--- src/verilog/perc_pkg.sv ---
package perc_pkg;
    // Management register addresses
    localparam logic [4:0]  PERC_ADDR_RXCTL     = 5'h10;
    localparam logic [4:0]  PERC_ADDR_EVENT     = 5'h11;
    // Receive control field positions
    localparam int          PERC_RXC_GATE_BIT   = 0;
    localparam int          PERC_RXC_BYPASS_BIT = 1;
    localparam int          PERC_RXC_POL_BIT    = 4;
    localparam int          PERC_RXC_APOLD_BIT  = 5;
    // Event register layout
    localparam int          PERC_EVT_COUNT      = 8;
    localparam int          PERC_EVT_EN_LSB     = 8;
    localparam int          PERC_EV_NEG_DONE    = 0;
    localparam int          PERC_EV_REM_FAULT   = 1;
    localparam int          PERC_EV_LINK_DROP   = 2;
    localparam int          PERC_EV_PART_ACK    = 3;
    localparam int          PERC_EV_PAR_FAULT   = 4;
    localparam int          PERC_EV_PAGE_RX     = 5;
    localparam int          PERC_EV_RX_ERROR    = 6;
    localparam int          PERC_EV_JABBER      = 7;
    // Reset values
    localparam logic [15:0] PERC_EVENT_RESET    = 16'h0000;
    localparam logic [7:0]  PERC_FLAG_RESET     = 8'h00;
    localparam logic [7:0]  PERC_EN_RESET       = 8'h00;
    localparam logic [15:0] PERC_RXCTL_RESET    = 16'h0000;
    localparam logic [15:0] PERC_ZERO16         = 16'h0000;
endpackage : perc_pkg

--- src/verilog/perc_event_flags.sv ---
// Sticky event flags, cleared by a read; an event in the clearing cycle survives.
module perc_event_flags
    import perc_pkg::*;
#(
    parameter int N = PERC_EVT_COUNT
) (
    // Clock and reset
    input  wire logic         clk_i,
    input  wire logic         resetn_i,
    // Events and clear
    input  wire logic [N-1:0] event_i,
    input  wire logic         clear_i,
    // Flags
    output logic      [N-1:0] flag_o
);
    genvar g;
    generate
        for (g = 0; g < N; g++) begin : g_flag
            always_ff @(posedge clk_i) begin
                if (!resetn_i) begin
                    flag_o[g] <= 1'b0;
                end else if (event_i[g]) begin
                    flag_o[g] <= 1'b1;
                end else if (clear_i) begin
                    flag_o[g] <= 1'b0;
                end
            end
        end
    endgenerate
endmodule : perc_event_flags

--- src/verilog/perc_phy_event_ctrl.sv ---
// Summary of operation
// - Auto-polarity disable bit 5 set stops automatic receive polarity correction.
// - With auto-polarity on, polarity bit 4 is read-only and shows automatic inversion.
// - With auto-polarity off, polarity bit 4 is writable and forces inversion.
// - Bypass bit 1 in 100BASE-TX routes data around coding and scrambling.
// - Clock gating bit 0 in 100BASE-TX stops receive clock when idle.
// - Loopback disables clock gating; host avoids gating together with bypass.
// - Event register sits at address 0x11 and resets to 0x0000.
// - Status bits 0 to 7 stick until register read; read clears them.
// - Enable bits 8 to 15 let status bit eight lower raise interrupt.
// - Event register is readable over the management path for polling.
// - Jabber sets status bit 7; enable bit 15 gates it.
// - Receive error sets status bit 6; enable bit 14 gates it.
// - New page received sets status bit 5; enable bit 13 gates it.
// - Parallel detection fault sets status bit 4; enable bit 12 gates it.
// - Partner acknowledge burst sets status bit 3; enable bit 11 gates it.
// - Link OK to FAIL only sets status bit 2; enable bit 10 gates it.
// - Remote fault sets status bit 1; enable bit 9 gates it.
// - Negotiation complete sets status bit 0; enable bit 8 gates it.
// - Enable bits are plain read/write storage, reset zero, unaffected by reads.
module perc_phy_event_ctrl
    import perc_pkg::*;
(
    // Clock and reset
    input  wire logic        clk_i,
    input  wire logic        resetn_i,
    // Management register port
    input  wire logic [4:0]  mgmt_addr_i,
    input  wire logic        mgmt_wr_i,
    input  wire logic        mgmt_rd_i,
    input  wire logic [15:0] mgmt_wdata_i,
    output logic      [15:0] mgmt_rdata_o,
    output logic             mgmt_rvalid_o,
    // PHY status inputs
    input  wire logic        mode_100tx_i,
    input  wire logic        autoneg_en_i,
    input  wire logic        loopback_select_i,
    input  wire logic        rx_active_i,
    input  wire logic        polarity_wrong_i,
    input  wire logic        rx_data_i,
    input  wire logic        link_ok_i,
    // Event inputs, one-cycle pulses
    input  wire logic        jabber_i,
    input  wire logic        rx_error_i,
    input  wire logic        page_rx_i,
    input  wire logic        parallel_fault_i,
    input  wire logic        partner_ack_i,
    input  wire logic        remote_fault_i,
    input  wire logic        negotiation_done_i,
    // Receive path controls
    output logic             rx_data_o,
    output logic             rx_polarity_inverted_o,
    output logic             coding_sublayer_bypass_o,
    output logic             rx_clock_enable_o,
    // Interrupt toward mac_raw_irq_status
    output logic             phy_irq_o
);
    logic                      auto_polarity_disable_q;
    logic                      receive_polarity_invert_q;
    logic                      coding_sublayer_bypass_q;
    logic                      receive_clock_gating_q;
    logic                      auto_invert_q;
    logic                      link_ok_q;
    logic [PERC_EVT_COUNT-1:0] event_en_q;
    logic [PERC_EVT_COUNT-1:0] event_flag;
    logic [PERC_EVT_COUNT-1:0] event_in;
    logic                      link_drop;
    logic                      read_event;
    logic                      invert_now;
    logic [15:0]               rxctl_view;
    logic [15:0]               rdata_d;

    wire wr_rxctl = mgmt_wr_i && (mgmt_addr_i == PERC_ADDR_RXCTL);
    wire wr_event = mgmt_wr_i && (mgmt_addr_i == PERC_ADDR_EVENT);
    assign read_event = mgmt_rd_i && (mgmt_addr_i == PERC_ADDR_EVENT);

    // Receive control storage, one field per process
    always_ff @(posedge clk_i) begin
        if (!resetn_i) begin
            auto_polarity_disable_q <= 1'b0;
        end else if (wr_rxctl) begin
            auto_polarity_disable_q <= mgmt_wdata_i[PERC_RXC_APOLD_BIT];
        end
    end

    // Polarity is only software-owned once auto-polarity is off
    always_ff @(posedge clk_i) begin
        if (!resetn_i) begin
            receive_polarity_invert_q <= 1'b0;
        end else if (wr_rxctl && (auto_polarity_disable_q
                                  || mgmt_wdata_i[PERC_RXC_APOLD_BIT])) begin
            receive_polarity_invert_q <= mgmt_wdata_i[PERC_RXC_POL_BIT];
        end
    end

    always_ff @(posedge clk_i) begin
        if (!resetn_i) begin
            coding_sublayer_bypass_q <= 1'b0;
        end else if (wr_rxctl) begin
            coding_sublayer_bypass_q <= mgmt_wdata_i[PERC_RXC_BYPASS_BIT];
        end
    end

    always_ff @(posedge clk_i) begin
        if (!resetn_i) begin
            receive_clock_gating_q <= 1'b0;
        end else if (wr_rxctl) begin
            receive_clock_gating_q <= mgmt_wdata_i[PERC_RXC_GATE_BIT];
        end
    end

    // Automatic polarity tracker: latched during 10BASE-T negotiation
    always_ff @(posedge clk_i) begin
        if (!resetn_i) begin
            auto_invert_q <= 1'b0;
        end else if (auto_polarity_disable_q) begin
            auto_invert_q <= 1'b0;
        end else if (autoneg_en_i && !mode_100tx_i) begin
            auto_invert_q <= polarity_wrong_i;
        end
    end

    always_comb begin
        invert_now = auto_polarity_disable_q ? receive_polarity_invert_q
                                             : auto_invert_q;
    end

    // Receive path outputs, each registered on its own
    always_ff @(posedge clk_i) begin
        if (!resetn_i) begin
            rx_data_o <= 1'b0;
        end else begin
            rx_data_o <= rx_data_i ^ invert_now;
        end
    end

    always_ff @(posedge clk_i) begin
        if (!resetn_i) begin
            rx_polarity_inverted_o <= 1'b0;
        end else begin
            rx_polarity_inverted_o <= invert_now;
        end
    end

    // Bypass only meaningful in 100BASE-TX; host keeps negotiation off
    always_ff @(posedge clk_i) begin
        if (!resetn_i) begin
            coding_sublayer_bypass_o <= 1'b0;
        end else begin
            coding_sublayer_bypass_o <= coding_sublayer_bypass_q && mode_100tx_i;
        end
    end

    // Loopback overrides gating so looped data always has a clock
    always_ff @(posedge clk_i) begin
        if (!resetn_i) begin
            rx_clock_enable_o <= 1'b1;
        end else begin
            rx_clock_enable_o <= !(receive_clock_gating_q && mode_100tx_i
                                   && !loopback_select_i && !rx_active_i);
        end
    end

    // Link OK to FAIL edge only
    always_ff @(posedge clk_i) begin
        if (!resetn_i) begin
            link_ok_q <= 1'b0;
        end else begin
            link_ok_q <= link_ok_i;
        end
    end
    assign link_drop = link_ok_q && !link_ok_i;

    always_comb begin
        event_in                    = PERC_FLAG_RESET;
        event_in[PERC_EV_JABBER]    = jabber_i;
        event_in[PERC_EV_RX_ERROR]  = rx_error_i;
        event_in[PERC_EV_PAGE_RX]   = page_rx_i;
        event_in[PERC_EV_PAR_FAULT] = parallel_fault_i;
        event_in[PERC_EV_PART_ACK]  = partner_ack_i;
        event_in[PERC_EV_LINK_DROP] = link_drop;
        event_in[PERC_EV_REM_FAULT] = remote_fault_i;
        event_in[PERC_EV_NEG_DONE]  = negotiation_done_i;
    end

    perc_event_flags #(
        .N        (PERC_EVT_COUNT)
    ) u_flags (
        .clk_i    (clk_i),
        .resetn_i (resetn_i),
        .event_i  (event_in),
        .clear_i  (read_event),
        .flag_o   (event_flag)
    );

    // Enables: plain storage, reads leave them alone
    always_ff @(posedge clk_i) begin
        if (!resetn_i) begin
            event_en_q <= PERC_EN_RESET;
        end else if (wr_event) begin
            event_en_q <= mgmt_wdata_i[15:PERC_EVT_EN_LSB];
        end
    end

    // Interrupt holds while any enabled flag stays set
    always_ff @(posedge clk_i) begin
        if (!resetn_i) begin
            phy_irq_o <= 1'b0;
        end else begin
            phy_irq_o <= |(event_flag & event_en_q);
        end
    end

    always_comb begin
        rxctl_view                     = PERC_RXCTL_RESET;
        rxctl_view[PERC_RXC_APOLD_BIT] = auto_polarity_disable_q;
        rxctl_view[PERC_RXC_POL_BIT]   = invert_now;
        rxctl_view[PERC_RXC_BYPASS_BIT] = coding_sublayer_bypass_q;
        rxctl_view[PERC_RXC_GATE_BIT]  = receive_clock_gating_q;
    end

    always_comb begin
        rdata_d = PERC_ZERO16;
        if (mgmt_addr_i == PERC_ADDR_EVENT) begin
            rdata_d = {event_en_q, event_flag};
        end else if (mgmt_addr_i == PERC_ADDR_RXCTL) begin
            rdata_d = rxctl_view;
        end
    end

    // Read data captured with pre-clear flags, held until the next read
    always_ff @(posedge clk_i) begin
        if (!resetn_i) begin
            mgmt_rdata_o <= PERC_EVENT_RESET;
        end else if (mgmt_rd_i) begin
            mgmt_rdata_o <= rdata_d;
        end
    end

    always_ff @(posedge clk_i) begin
        if (!resetn_i) begin
            mgmt_rvalid_o <= 1'b0;
        end else begin
            mgmt_rvalid_o <= mgmt_rd_i;
        end
    end
endmodule : perc_phy_event_ctrl

--- config.mk ---
export PLATFORM = sky130hd
export DESIGN_NAME = perc_phy_event_ctrl
export DESIGN_NICKNAME = d
export VERILOG_FILES = /design/src/verilog/perc_pkg.sv /design/src/verilog/perc_event_flags.sv /design/src/verilog/perc_phy_event_ctrl.sv
export SDC_FILE = /design/constraint.sdc
export NUM_CORES = 1
export LEC_CHECK = 0
export BUFFER_PORTS_ARGS = -buffer_cell sky130_fd_sc_hd__buf_4
export CAP_MARGIN = 20
export CORE_ASPECT_RATIO = 0.8
export CORE_UTILIZATION = 48
export CTS_CLUSTER_SIZE = 14
export DETAILED_ROUTE_END_ITERATION = 12
export PLACE_DENSITY = 0.78
export SLEW_MARGIN = 15
export SYNTH_ARGS = -nofsm -noshare
export SYNTH_HDL_FRONTEND = slang
export SYNTH_SLANG_ARGS = --single-unit
--- constraint.sdc ---
create_clock -name clk_i -period 1.3 [get_ports clk_i]
set_input_delay 0.13 -clock clk_i [delete_from_list [all_inputs] [get_ports clk_i]]
set_output_delay 0.13 -clock clk_i [all_outputs]
set_load 0.03 [all_outputs]
==> results_dict.tcl <==
set metrics [dict create \
    outcome "finished, final reports clean" \
    gp_congestion 0.7694 \
    synthesis.nets 212 \
    vias_per_cell 5.697 \
    reg2reg_to "mgmt_rdata_o[4]" \
    hp-class "in -> reg" \
    grt_pass1_wl_um 6375 \
    clock-skew-final_ns 0.003747 \
    die_w_um 68.18 \
    fp.dieH_um 54.94 \
    rows 18 \
    synth_top_area_share_pct 52.38 \
    rrSetupSlack_ns 0.19 \
    ys_warn_count 0 \
    syn_avg_cell_area_um2 9.720 \
    hold_violations 0 \
    synthTopCellsByCount "44 x dfxtp_1, 17 x nor2_1, 16 x a32oi_1, 15 x a21oi_1, 14 x nand3_1" \
    swShare_pct 23.39 \
    syn_area_mm2 0.001682 \
    tightestPinTransition_ns 0.2873 \
    cts.sinks 44 \
    postSynthCellCount 173 \
    antenna_found_initial 0 \
    grt_usage_pct 24.09 \
    cpPeakStageDelay_ns 0.43 \
    first_global_vias 1389 \
    ir_drop_uv 702.3 \
    powerDensity_mw_per_mm2 1091 \
    ys_seq_area_share_pct 52.38 \
    max-slew-margin-rel_pct 80.30 \
    power.share.combinational_pct 10.3 \
    clock_latency_ns 0.29 \
    cts_tree "built" \
    cts_buffer_depth 2 \
    cts_buffers 5 \
    gr-total-overflow 0 \
    root_buffer "clkbuf_8" \
    leakage_uw 0.0009011 \
    cts_setup_buffers 0 \
    num-nets-final 270 \
    yosysTopAreaCell "dfxtp_1" \
    pwr-share-clk_pct 32.6 \
    dp_hpwl_um 2919 \
    hold_end "rx_clock_enable_o" \
    p_int_uw 1870 \
    drt_iter0_markers 61 \
    antenna_left 0 \
    cts_resized 0 \
    drv_slew 0 \
    yosys_most_used_dff "dfxtp_1" \
    seqCellArea_um2 880.8 \
    finalCritPeriodShare_pct 85.55 \
    area_growth_pct 33.11 \
    synth.area.top_cells "dfxtp_1 52%, a32oi_1 8.3%, a21oi_1 4.5%" \
    drc 0 \
    synth_cell_types 32 \
    fmaxAchievable_mhz 899.2 \
    worstSetupStartpointType "register" \
    r2r-start "auto_polarity_disable_q" \
    core_area_mm2 0.003221 \
    crit_type "reg -> reg" \
    arrival_ns 1.29 \
    setup_tns_ns 0 \
    switchingPower_uw 570.9 \
    die-area_mm2 0.003746 \
    synth_most_common_cell "dfxtp_1" \
    required_ns 1.48 \
    vias 1544 \
    drive_above_1_share_pct 31.17 \
    grt_max_degree 33 \
    rsz0062_at_grt "false" \
    routedWlPerCell_um 15.43 \
    detail_route.wirelength_um 4181 \
    clk_pin_slew_ns 0.08 \
    cts.htree.levels 2 \
    post-route-util_pct 69.50 \
    first_pass_iters 4 \
    ys_ff_latch 44 \
    setup_viol 0 \
    min_period_ns 1.112 \
    async_reset_ff_share_pct 0 \
    min_path_cells 3 \
    synth-edff-count 0 \
    place_ws_ns 0.1559 \
    io_pins 61 \
    cap_violations 0 \
    cts_hold_buf 0 \
    cpMaxStageDelayCell "dfxtp_1" \
    nFillCells 248 \
    end_kind "register" \
    n_antenna_cell 0 \
    sequentialPowerShare_pct 57.2 \
    io_buffers 56 \
    r2r_cells 3 \
    fin_ws_ns 0.1879 \
    floorplan.initialDensity_pct 52.21 \
    crit_fanout 5 \
    crit_chain "mux2i_1 > nand3b_1 > a21oi_1" \
    multi_input_area_um2 716.9 \
    worstHoldStart "rx_active_i" \
]
## kinds of logic (layout without fill, tap and decap cells)
logic type | Yosys count | in the layout | share of synthesized area [%]
compound gates | 64 | 64 | 25.97
xor+xnor | 1 | 1 | 0.5209
buf+inv | 15 | 73 | 4.985
flops | 44 | 44 | 52.38
mux | 3 | 3 | 1.786
simple gates | 46 | 46 | 14.36
## through the flow
stage / instance area (µm²) / std cells / total power [µW] / hold slack [ns]
floorplan: 1682 / 173 / 1537 / 0.2172
global placement: 2161 / 264 / 1665 / 0.3366
detailed placement: 2161 / 264 / 1675 / 0.3411
CTS: 2238 / 271 / 2455 / 0.03109
global route: 2238 / 271 / 2531 / 0.03197
finish: 2238 / 271 / 2441 / 0.03516
## worst max-delay path: cells and delay by family (launching register included)
family | cells | cell delay, ns
flip-flops | 1 | 0.43
multiplexers | 1 | 0.34
AND/OR/NAND/NOR | 1 | 0.16
AO/OA/AOI/OAI | 1 | 0.07
## how the worst max path moves through the flow
stage | slack [ns] | endpoint | from
2_1_floorplan | 0.33 | rx_data_o | auto_polarity_disable_q
3_3_place_gp | 0.18 | u_flags.flag_o[2] | mgmt_addr_i[2]
3_5_place_dp | 0.16 | u_flags.flag_o[3] | mgmt_addr_i[2]
4_1_cts | 0.18 | mgmt_rdata_o[4] | auto_polarity_disable_q
5_1_grt | 0.10 | mgmt_rdata_o[4] | auto_polarity_disable_q
6_report | 0.19 | mgmt_rdata_o[4] | auto_polarity_disable_q
## layer usage
metal	part of all wire, %	global-route usage (%)	vias to the layer above	wire length [µm]
met5	0	0	-	0
met4	1.9	8.333	0	81
met3	4.5	7.582	9	190
met2	48	41.01	41	2023
met1	45	28.84	738	1885
li1	-	-	756	-
## layout by cell type (no fill, tap or decap), types with 2 or more instances in the layout
cell / Yosys / routed
nor2b_1: 2 / 2
buf_12: 0 / 2
nand3_1: 14 / 14
mux2i_1: 3 / 3
a21boi_0: 7 / 7
a21oi_1: 15 / 15
a22oi_1: 4 / 4
dfxtp_1: 44 / 44
buf_4: 0 / 62
nand2_1: 2 / 2
clkbuf_8: 0 / 5
a32oi_1: 16 / 16
o21a_1: 8 / 8
o21ai_0: 11 / 11
nor2_1: 17 / 17
## flip-flops by register name (all words and copies together), names as in the netlist
register / count
rx_polarity_inverted_o: 1
coding_sublayer_bypass_o: 1
mgmt_rdata_o: 16
rx_data_o: 1
event_en_q: 8
receive_polarity_invert_q: 1
link_ok_q: 1
rx_clock_enable_o: 1
mgmt_rvalid_o: 1
phy_irq_o: 1
coding_sublayer_bypass_q: 1
auto_invert_q: 1
u_flags.flag_o: 8
receive_clock_gating_q: 1
auto_polarity_disable_q: 1
## layout make-up
type | instances | area share (%)
timing repair buffer | 64 | 22.58
clock inverter | 1 | 0.2236
clock buffer | 6 | 3.242
inverter | 2 | 0.3354
multi-input combinational | 114 | 32.03
sequential | 44 | 39.35
tap | 40 | 2.236
## power by group through the flow
stage	clock network, µW	logic (µW)	registers, µW
floorplan	0	104	1430
global placement	0	240	1420
detailed placement	0	248	1430
CTS	811	249	1400
global route	865	267	1400
finish	795	250	1400
Power figures use the tool's default switching activity.
